==> src/pshp_params.svh <==
// constants of the slot hot-plug control and status block
// assumes 16-bit configuration accesses at byte offsets, two byte lanes
//
// Summary of operation
// - power indicator field reads present state
// - power indicator write updates and sends message
// - attention indicator field reads present state
// - attention indicator write updates and sends message
// - master enable gates every hot-plug interrupt
// - command completion interrupts when enabled
// - presence change interrupts or wakes when enabled
// - button press interrupts or wakes when enabled
// - presence state bit from strap, then pin
// - command completed set on finished command
// - presence changed set on either edge
// - button pressed set on detected press
// - status event bits are write-one-to-clear
`ifndef PSHP_PARAMS_SVH
`define PSHP_PARAMS_SVH

// register offsets
`define PSHP_SLOT_CONTROL_OFF 8'hb8
`define PSHP_SLOT_STATUS_OFF  8'hba

// reset values
`define PSHP_SLOT_CONTROL_RST 16'h01c0
`define PSHP_SLOT_STATUS_RST  16'h0000

// slot control field positions
`define PSHP_CTL_PWR_HI  9
`define PSHP_CTL_PWR_LO  8
`define PSHP_CTL_ATTN_HI 7
`define PSHP_CTL_ATTN_LO 6
`define PSHP_CTL_HPIE    5
`define PSHP_CTL_CCIE    4
`define PSHP_CTL_PDCE    3
`define PSHP_CTL_ABPE    0

// slot status field positions
`define PSHP_STS_PDS 6
`define PSHP_STS_CC  4
`define PSHP_STS_PDC 3
`define PSHP_STS_ABP 0

// indicator encodings
`define PSHP_IND_RSVD  2'h0
`define PSHP_IND_ON    2'h1
`define PSHP_IND_BLINK 2'h2
`define PSHP_IND_OFF   2'h3

// message kinds
`define PSHP_MSG_POWER 1'h0
`define PSHP_MSG_ATTN  1'h1

// synchroniser depth for pins
`define PSHP_SYNC_STAGES 2

`endif

==> src/pshp_pkg.sv <==
// types of the slot hot-plug control and status block
// assumes the constants header is included by the design file
package pshp_pkg;

	// indicator message sender states, one-hot
	typedef enum logic [1:0] {
		PSHP_MSG_IDLE = 2'b01,
		PSHP_MSG_BUSY = 2'b10
	} pshp_msg_state_e;

	// two-bit indicator state
	typedef logic [1:0] pshp_ind_t;

	// sixteen-bit register word
	typedef logic [15:0] pshp_word_t;

endpackage

==> src/pshp_slot_ctl.sv <==
// slot control and slot status registers of a hot-plug root port
// assumes a simple configuration port on clk_i, a message path with
// valid/ready, and raw slot pins that need synchronising
`timescale 1ns/100ps
`include "pshp_params.svh"

module pshp_slot_ctl (
	input  wire logic               clk_i,         // 200 MHz port clock
	input  wire logic               sys_rst_i,     // async reset, active high
	input  wire logic [7:0]         cfg_addr_i,    // byte offset of access
	input  wire logic               cfg_wr_i,      // write strobe
	input  wire logic               cfg_rd_i,      // read strobe
	input  wire logic [1:0]         cfg_be_i,      // byte enables
	input  wire logic [15:0]        cfg_wdata_i,   // write data
	output logic      [15:0]        cfg_rdata_o,   // read data
	output logic                    cfg_rvalid_o,  // read data valid pulse
	input  wire logic               cmd_done_i,    // controller finished command
	input  wire logic               presence_i,    // presence pin, async
	input  wire logic               attn_button_i, // button pin, async
	output logic                    msg_valid_o,   // indicator message valid
	input  wire logic               msg_ready_i,   // link takes message
	output logic                    msg_kind_o,    // power or attention
	output logic      [1:0]         msg_code_o,    // on, blink or off
	output logic                    hp_irq_o,      // hot-plug interrupt level
	output logic                    wake_o         // wake message request pulse
);

	////////////////////////////////////////////////////////////////////
	// decode helpers

	// true when an access hits a register offset
	function automatic logic hit(input logic [7:0] a, input logic [7:0] off);
		hit = (a == off);
	endfunction

	////////////////////////////////////////////////////////////////////
	// declarations

	logic [`PSHP_SYNC_STAGES-1:0] pd_sync;     // presence synchroniser
	logic [`PSHP_SYNC_STAGES-1:0] btn_sync;    // button synchroniser
	logic                         btn_last_reg; // button previous level
	logic                         armed_reg;    // strap already taken
	logic                         pd_state_reg; // presence detect state
	pshp_pkg::pshp_ind_t          pwr_reg;      // power indicator
	pshp_pkg::pshp_ind_t          attn_reg;     // attention indicator
	logic                         hpie_reg;     // master interrupt enable
	logic                         ccie_reg;     // command done enable
	logic                         pdce_reg;     // presence change enable
	logic                         abpe_reg;     // button press enable
	logic                         cc_reg;       // command completed
	logic                         pdc_reg;      // presence changed
	logic                         abp_reg;      // button pressed
	logic                         pwr_pend_reg; // power message owed
	logic                         attn_pend_reg; // attention message owed
	pshp_pkg::pshp_msg_state_e    msg_state_reg; // message sender state
	logic                         wr_ctl;       // write to slot control
	logic                         wr_sts;       // write to slot status
	logic                         wr_pwr;       // power field written
	logic                         wr_attn;      // attention field written
	logic                         pd_change;    // presence edge seen
	logic                         btn_press;    // button rising edge
	logic                         msg_done;     // message accepted
	logic                         cc_event;     // command completion
	pshp_pkg::pshp_word_t         ctl_word;     // slot control view
	pshp_pkg::pshp_word_t         sts_word;     // slot status view

	////////////////////////////////////////////////////////////////////
	// pin synchronisers

	// two flops per pin plus the button level one edge back;
	// only the last stage of each chain is read by logic
	always_ff @(posedge clk_i or posedge sys_rst_i) begin
		if (sys_rst_i) begin
			pd_sync      <= {`PSHP_SYNC_STAGES{1'b0}};
			btn_sync     <= {`PSHP_SYNC_STAGES{1'b0}};
			btn_last_reg <= 1'b0;
		end else begin
			pd_sync      <= {pd_sync[`PSHP_SYNC_STAGES-2:0], presence_i};
			btn_sync     <= {btn_sync[`PSHP_SYNC_STAGES-2:0], attn_button_i};
			btn_last_reg <= btn_sync[`PSHP_SYNC_STAGES-1];
		end
	end

	////////////////////////////////////////////////////////////////////
	// access decode and events

	// write strobes per register and per field lane
	assign wr_ctl  = cfg_wr_i && hit(cfg_addr_i, `PSHP_SLOT_CONTROL_OFF);
	assign wr_sts  = cfg_wr_i && hit(cfg_addr_i, `PSHP_SLOT_STATUS_OFF);
	// a reserved code is ignored and sends nothing
	assign wr_pwr  = wr_ctl && cfg_be_i[1] &&
		(cfg_wdata_i[`PSHP_CTL_PWR_HI:`PSHP_CTL_PWR_LO] != `PSHP_IND_RSVD);
	assign wr_attn = wr_ctl && cfg_be_i[0] &&
		(cfg_wdata_i[`PSHP_CTL_ATTN_HI:`PSHP_CTL_ATTN_LO] != `PSHP_IND_RSVD);

	assign pd_change = armed_reg && (pd_sync[`PSHP_SYNC_STAGES-1] != pd_state_reg);
	assign btn_press = btn_sync[`PSHP_SYNC_STAGES-1] && !btn_last_reg;
	// message handshake completes
	assign msg_done  = msg_valid_o && msg_ready_i;
	// command finishes on controller signal or last message sent
	assign cc_event  = cmd_done_i ||
		(msg_done && !pwr_pend_reg && !attn_pend_reg);

	////////////////////////////////////////////////////////////////////
	// presence state

	// strap taken at first edge after release, then pin tracked
	always_ff @(posedge clk_i or posedge sys_rst_i) begin
		if (sys_rst_i) begin
			armed_reg    <= 1'b0;
			pd_state_reg <= 1'b0;
		end else begin
			armed_reg    <= 1'b1;
			pd_state_reg <= pd_sync[`PSHP_SYNC_STAGES-1];
		end
	end

	////////////////////////////////////////////////////////////////////
	// slot control register

	always_ff @(posedge clk_i or posedge sys_rst_i) begin
		if (sys_rst_i) begin
			pwr_reg <= `PSHP_IND_ON;
		end else if (wr_pwr) begin
			pwr_reg <= cfg_wdata_i[`PSHP_CTL_PWR_HI:`PSHP_CTL_PWR_LO];
		end
	end

	always_ff @(posedge clk_i or posedge sys_rst_i) begin
		if (sys_rst_i) begin
			attn_reg <= `PSHP_IND_OFF;
		end else if (wr_attn) begin
			attn_reg <= cfg_wdata_i[`PSHP_CTL_ATTN_HI:`PSHP_CTL_ATTN_LO];
		end
	end

	// enable bits all live in the low byte
	always_ff @(posedge clk_i or posedge sys_rst_i) begin
		if (sys_rst_i) begin
			hpie_reg <= 1'b0;
			ccie_reg <= 1'b0;
			pdce_reg <= 1'b0;
			abpe_reg <= 1'b0;
		end else if (wr_ctl && cfg_be_i[0]) begin
			hpie_reg <= cfg_wdata_i[`PSHP_CTL_HPIE];
			ccie_reg <= cfg_wdata_i[`PSHP_CTL_CCIE];
			pdce_reg <= cfg_wdata_i[`PSHP_CTL_PDCE];
			abpe_reg <= cfg_wdata_i[`PSHP_CTL_ABPE];
		end
	end

	////////////////////////////////////////////////////////////////////
	// slot status register

	// write one clears, a new event in the same cycle wins
	always_ff @(posedge clk_i or posedge sys_rst_i) begin
		if (sys_rst_i) begin
			cc_reg  <= 1'b0;
			pdc_reg <= 1'b0;
			abp_reg <= 1'b0;
		end else begin
			cc_reg  <= cc_event || (cc_reg &&
				!(wr_sts && cfg_be_i[0] && cfg_wdata_i[`PSHP_STS_CC]));
			pdc_reg <= pd_change || (pdc_reg &&
				!(wr_sts && cfg_be_i[0] && cfg_wdata_i[`PSHP_STS_PDC]));
			abp_reg <= btn_press || (abp_reg &&
				!(wr_sts && cfg_be_i[0] && cfg_wdata_i[`PSHP_STS_ABP]));
		end
	end

	////////////////////////////////////////////////////////////////////
	// read path

	// register views, reserved bits zero
	always_comb begin
		ctl_word = 16'h0000;
		ctl_word[`PSHP_CTL_PWR_HI:`PSHP_CTL_PWR_LO]   = pwr_reg;
		ctl_word[`PSHP_CTL_ATTN_HI:`PSHP_CTL_ATTN_LO] = attn_reg;
		ctl_word[`PSHP_CTL_HPIE] = hpie_reg;
		ctl_word[`PSHP_CTL_CCIE] = ccie_reg;
		ctl_word[`PSHP_CTL_PDCE] = pdce_reg;
		ctl_word[`PSHP_CTL_ABPE] = abpe_reg;
		sts_word = 16'h0000;
		sts_word[`PSHP_STS_PDS] = pd_state_reg;
		sts_word[`PSHP_STS_CC]  = cc_reg;
		sts_word[`PSHP_STS_PDC] = pdc_reg;
		sts_word[`PSHP_STS_ABP] = abp_reg;
	end

	// read data one cycle after the strobe, unmapped reads zero
	always_ff @(posedge clk_i or posedge sys_rst_i) begin
		if (sys_rst_i) begin
			cfg_rdata_o  <= 16'h0000;
			cfg_rvalid_o <= 1'b0;
		end else begin
			cfg_rvalid_o <= cfg_rd_i;
			if (cfg_rd_i && hit(cfg_addr_i, `PSHP_SLOT_CONTROL_OFF)) begin
				cfg_rdata_o <= ctl_word;
			end else if (cfg_rd_i && hit(cfg_addr_i, `PSHP_SLOT_STATUS_OFF)) begin
				cfg_rdata_o <= sts_word;
			end else begin
				cfg_rdata_o <= 16'h0000;
			end
		end
	end

	////////////////////////////////////////////////////////////////////
	// indicator messages

	// owed messages; a new write wins over the clear on load
	always_ff @(posedge clk_i or posedge sys_rst_i) begin
		if (sys_rst_i) begin
			pwr_pend_reg  <= 1'b0;
			attn_pend_reg <= 1'b0;
		end else begin
			pwr_pend_reg  <= wr_pwr || (pwr_pend_reg &&
				!(msg_state_reg == pshp_pkg::PSHP_MSG_IDLE));
			attn_pend_reg <= wr_attn || (attn_pend_reg &&
				!(msg_state_reg == pshp_pkg::PSHP_MSG_IDLE && !pwr_pend_reg));
		end
	end

	// sender: power first, holds valid until the link takes it
	always_ff @(posedge clk_i or posedge sys_rst_i) begin
		if (sys_rst_i) begin
			msg_state_reg <= pshp_pkg::PSHP_MSG_IDLE;
			msg_valid_o   <= 1'b0;
			msg_kind_o    <= `PSHP_MSG_POWER;
			msg_code_o    <= `PSHP_IND_OFF;
		end else begin
			unique case (msg_state_reg)
				pshp_pkg::PSHP_MSG_IDLE: begin
					if (pwr_pend_reg) begin
						msg_state_reg <= pshp_pkg::PSHP_MSG_BUSY;
						msg_valid_o   <= 1'b1;
						msg_kind_o    <= `PSHP_MSG_POWER;
						msg_code_o    <= pwr_reg;
					end else if (attn_pend_reg) begin
						msg_state_reg <= pshp_pkg::PSHP_MSG_BUSY;
						msg_valid_o   <= 1'b1;
						msg_kind_o    <= `PSHP_MSG_ATTN;
						msg_code_o    <= attn_reg;
					end
				end
				pshp_pkg::PSHP_MSG_BUSY: begin
					if (msg_ready_i) begin
						msg_state_reg <= pshp_pkg::PSHP_MSG_IDLE;
						msg_valid_o   <= 1'b0;
					end
				end
			endcase
		end
	end

	////////////////////////////////////////////////////////////////////
	// interrupt and wake

	// level interrupt behind master enable
	// wake pulses for enabled presence or button events while interrupts are off
	always_ff @(posedge clk_i or posedge sys_rst_i) begin
		if (sys_rst_i) begin
			hp_irq_o <= 1'b0;
			wake_o   <= 1'b0;
		end else begin
			hp_irq_o <= hpie_reg && ((cc_reg && ccie_reg) ||
				(pdc_reg && pdce_reg) || (abp_reg && abpe_reg));
			wake_o   <= !hpie_reg && ((pd_change && pdce_reg) ||
				(btn_press && abpe_reg));
		end
	end
endmodule

==> config.mk <==
export PLATFORM = sky130hd
export DESIGN_NAME = pshp_slot_ctl
export DESIGN_NICKNAME = d
export VERILOG_FILES = /design/src/pshp_pkg.sv /design/src/pshp_slot_ctl.sv
export VERILOG_INCLUDE_DIRS = /design/src /design/src/src
export SDC_FILE = /design/constraint.sdc
export NUM_CORES = 1
export LEC_CHECK = 0
export BUFFER_PORTS_ARGS = -buffer_cell sky130_fd_sc_hd__buf_2
export CAP_MARGIN = 20
export CORE_ASPECT_RATIO = 1.4
export CORE_MARGIN = 2
export CORE_UTILIZATION = 43
export CTS_CLUSTER_SIZE = 8
export DETAILED_ROUTE_END_ITERATION = 8
export GPL_TIMING_DRIVEN = 0
export HOLD_SLACK_MARGIN = 0.08
export PLACE_DENSITY = 0.74
export SETUP_SLACK_MARGIN = 0.4
export SYNTH_ARGS = -nofsm -noshare
export SYNTH_HDL_FRONTEND = slang
export SYNTH_SLANG_ARGS = --single-unit
==> constraint.sdc <==
create_clock -name clk_i -period 1.3 [get_ports clk_i]
set_clock_uncertainty 0.2 [all_clocks]
set_input_delay 0.195 -clock clk_i [delete_from_list [all_inputs] [get_ports clk_i]]
set_output_delay 0.195 -clock clk_i [all_outputs]
set_load 0.02 [all_outputs]
# Word level (Yosys, flattened, before mapping)
# Index checks and enable logic that the tools add are counted.
dict set report op_classes {
  n_eq_ne 7
  muxes 13
  reduce_logical 53
}
# cell n
set op_table {}
lappend op_table {{logical AND 1 bit} 30}
lappend op_table {{== test 8 bit, second input constant} 2}
lappend op_table {{two-way mux 10 bit} 1}
lappend op_table {{two-way mux 2 bit} 5}
lappend op_table {{logical NOT 1 bit} 9}
lappend op_table {{logical OR 1 bit} 9}
lappend op_table {{two-way mux 7 bit} 1}
lappend op_table {{nonzero test 2 bit} 3}
lappend op_table {{two-way mux 1 bit} 4}
lappend op_table {{case mux 2 bit (2 select lines)} 1}
lappend op_table {{AND reduction 2 bit} 2}
lappend op_table {{!= test 3 bit, second input constant} 1}
lappend op_table {{== test 2 x 1 -> 1 bit, second input constant} 1}
lappend op_table {{== test 2 bit, second input constant} 1}
lappend op_table {{!= test 2 bit, second input constant} 1}
lappend op_table {{case mux 1 bit (2 select lines)} 1}
lappend op_table {{!= test 1 bit} 1}
dict set report totals {
  ff_bits 45
  inputBits 34
  output_inout_bits 23
}

# Longest topological paths before layout
dict set report depth {
  word_depth 7
  mapped_depth 5
}

# Worst setup path after synthesis
# Ideal clock, no wire load.
dict set report synth_timing {
  path_type {input-to-reg}
  startpoint {input cfg_addr_i[6]}
  endpoint {register abpe_reg}
  setup_time_ns 0.125
  arrival_time_ns 1.109
  setup_slack_ns -0.134
  stages 4
  cell_sequence {and4b_1 -> clkbuf_1 -> nand3_4 -> mux2_4}
}
dict set report synth_between {
  elab_chain_cells 3
}
# item line_no
set synth_lines {}
lappend synth_lines {{start: declaration} pshp_slot_ctl.sv:10} ;# input wire logic [7:0] cfg_addr_i,
lappend synth_lines {{== test 8 bit} pshp_slot_ctl.sv:33} ;# hit = (a == off);
lappend synth_lines {{logical AND 1 bit} pshp_slot_ctl.sv:88} ;# assign wr_ctl = cfg_wr_i && hit(cfg_addr_i, `PSHP_SLOT_CONTROL_OFF);
lappend synth_lines {{logical AND 1 bit} pshp_slot_ctl.sv:144} ;# end else if (wr_ctl && cfg_be_i[0]) begin
lappend synth_lines {{end signal: assignment} pshp_slot_ctl.sv:148} ;# abpe_reg <= cfg_wdata_i[`PSHP_CTL_ABPE];
lappend synth_lines {{end: declaration} pshp_slot_ctl.sv:49} ;# logic abpe_reg;
# Every way passes these cells.
# A chain may end at the register's enable or synchronous reset.

# Worst setup path in the final report
dict set report layout_timing {
  startpoint {register msg_code_o[1]}
  endpoint {output msg_code_o[1]}
}
# item line_no
set layout_lines {}
lappend layout_lines {{start: declaration} pshp_slot_ctl.sv:23} ;# output logic [1:0] msg_code_o,
lappend layout_lines {{start signal: assignment} pshp_slot_ctl.sv:229} ;# msg_code_o <= `PSHP_IND_OFF;
lappend layout_lines {{start signal: assignment} pshp_slot_ctl.sv:237} ;# msg_code_o <= pwr_reg;
lappend layout_lines {{start signal: assignment} pshp_slot_ctl.sv:242} ;# msg_code_o <= attn_reg;
# No word-level cell between the ends.

==> impl_metrics.ini <==
[power_and_ir_drop]
swShare = 0.264
pwr-share-comb = 0.200
vdd_drop_max_mv = 1.22
total_power_mw = 2.67
pwr-share-clk = 0.316
power.density_nw_per_um2 = 1140
p_leak_nw = 1.12
p_sw_mw = 0.704
p_seq_frac = 0.484
internal_power_mw = 1.97

[run]
drv_cap = 0

[clock_tree]
clk_pin_slew_worst_paths_ps = 70
clockBufferDepth = 2
htree_levels = 2
cts_hold_buffers = 2
numCtsBuffers = 5
clk-insertion-delay-late_ps = 280
cts_tree = done
cts_sinks = 36
cts_root_buffer = clkbuf_8

[routing]
drc = 0
drtAntennaViolNets = 0
vias = 1220
dr.pass1.iters = 4
wirelength_mm = 3.58
routedWlPerCell_microns = 15.2
drt_iter0_markers = 29
avgViaCountPerCell = 5.19

[sta]
period_needed_ps = 1340
period_share = 1.03
fmax_ghz = 0.745
rsz0062_at_grt = yes
slew_headroom = 0.503
hold_violations = 37
worstMarginPinSlew_ps = 744
setup_tns_ps = -71.3
fin_ws_ps = -41.4
final-max-slew-violation-count = 0
setup_viol = 2
holdWs_ps = -162

[critical_path]
critPathLaunchType = flip-flop
crit_family = flip-flops
critical_path.max_fanout = 2
worstPathRequired_ps = 900
crit_chain = buf_6
critical_path_class = flip-flop to output pin
worst-path-buf-inv = 1
critPathMaxStageDelay_ps = 550
cp_slowest_cell = dfstp_2
crit_path_end_kind = output pin
arrival_ps = 950

[die]
core_area_sq_um = 3380
initial_core_util = 0.450
die_x_microns = 54.3
die_y_microns = 74.4
row_count = 25
io_pins = 57
dieArea_sq_um = 4030

[synth]
ys.flop_type = dfrtp_1
synthTopCellsByArea = dfrtp_1 49%, dfstp_2 10%, buf_4 4.4%, mux2_4 4.0%, a21bo_2 2.6%
async_reset_ff_frac = 1.00
synth_area_sq_um = 1520
synth.largest_area_cell = dfrtp_1
synth_top_cell_area_share = 0.494
ys_ff_latch = 36
synth_edf_count = 0
yosysUniqueCellTypes = 35
yosysSeqAreaShare = 0.598
ys_warn_count = 0
avgSynthCellArea_sq_um = 12.6
synthCells = 121

[global_route]
antenna_found_initial = 0
met1_usage = 0.221
grtUsageMet3 = 0.0482
grt_pass1_wl_mm = 5.69
grt_max_degree = 37
grtUsageMet2 = 0.343
overflow = 0
grt_use_total = 0.199
busiest_layer = met2
grt_pass1_vias = 1262

[layout]
mostFrequentLayoutCells = 28 x dfrtp_1, 24 x buf_6, 20 x buf_4, 20 x buf_2, 9 x conb_1
n_antenna_cell = 0
final_nets = 229
final_common_cell = dfrtp_1
largest_reg_flops = 8
instances_no_fill = 235
regMostFlops = cfg_rdata_o
area_growth_pct = 54.3
drive_gt1_frac = 0.590

[worst_hold_path]
hold_class = primary input to asynchronous set/reset pin

[placement]
portBuffers = 40
placed_cells = 208
place_congestion = 0.840
dp.final_hpwl_mm = 2.30

[status]
violations = negative hold slack, negative setup slack
status = finished with violations
stage by stage:
stage	utilization	area, sq um	setup slack [ps]
final	0.694	2350	-41.4
after floorplan	-	1610	-109
after global routing	0.694	2350	-60.7
after global placement	0.552	1860	-385
after CTS	0.675	2280	-37.6
after detailed placement	0.552	1860	-420
power by group through the flow:
| stage | Clock (mW) | Sequential [mW] | Combinational [mW] |
|---|---|---|---|
| 2_1_floorplan | 0 | 1.33 | 0.198 |
| 3_3_place_gp | 0 | 1.29 | 0.350 |
| 3_5_place_dp | 0 | 1.30 | 0.360 |
| 4_1_cts | 0.857 | 1.29 | 0.487 |
| 5_1_grt | 0.899 | 1.30 | 0.567 |
| 6_report | 0.845 | 1.29 | 0.534 |
layout make-up:
type / count / area (sq um)
Sequential cell: 36 / 911
Fill cell: 247 / 1030
Multi-Input combinational cell: 78 / 659
Buffer: 11 / 104
Timing Repair Buffer: 60 / 510
Tap cell: 40 / 50.0
Inverter: 3 / 15.0
Clock buffer: 7 / 96.3
cells in the mapped netlist (2+ instances only):
cell type and number:
conb_1 2, dfstp_2 6, mux2_4 4, buf_4 9, o31ai_1 2, a21bo_2 4, nand2_1 7, nand3_1 4
and2_1 6, nor2b_1 2, o2bb2ai_1 4, clkbuf_1 2, inv_1 3, dfrtp_1 30, a21oi_1 5, nand4_1 4
a32o_1 2, and3b_1 2, nor2_1 2, o21ai_0 6
repair_timing:
action / CTS / global route
setup buffers: 14 / 4
gates resized for setup: 57 / 9
endpoints found under the setup margin: 43 / 43
pin swaps: 13 / 7
endpoints found under the hold margin: 49 / 41
worst paths after layout:
check	from	endpoint	slack (ps)	depth (start not counted)
setup / recovery	msg_code_o[1]	msg_code_o[1]	-40	1
hold / removal	sys_rst_i	pwr_reg[1]	-160	2
setup reg to reg	msg_state_reg[0]	msg_valid_o	20	2
hold reg to reg	pd_sync[0]	pd_sync[1]	150	0
max in group asynchronous	sys_rst_i	attn_pend_reg	620	2
min in group clk_i	cfg_rd_i	cfg_rvalid_o	-100	1
cell families after synthesis:
kind of cell	after synthesis	share of synthesized area
flops	36	0.598
mux	4	0.0395
other cells	2	0.00494
buf+inv	14	0.0568
xor+xnor	1	0.00576
simple gates	38	0.168
compound gates	26	0.128
layer usage:
| layer | up-vias | part of all wire |
|---|---|---|
| li1 | 566 | - |
| met1 | 599 | 0.37 |
| met2 | 47 | 0.56 |
| met3 | 8 | 0.051 |
| met4 | 0 | 0.024 |
| met5 | - | 0 |
No activity file was read; power rests on OpenSTA's default activity.
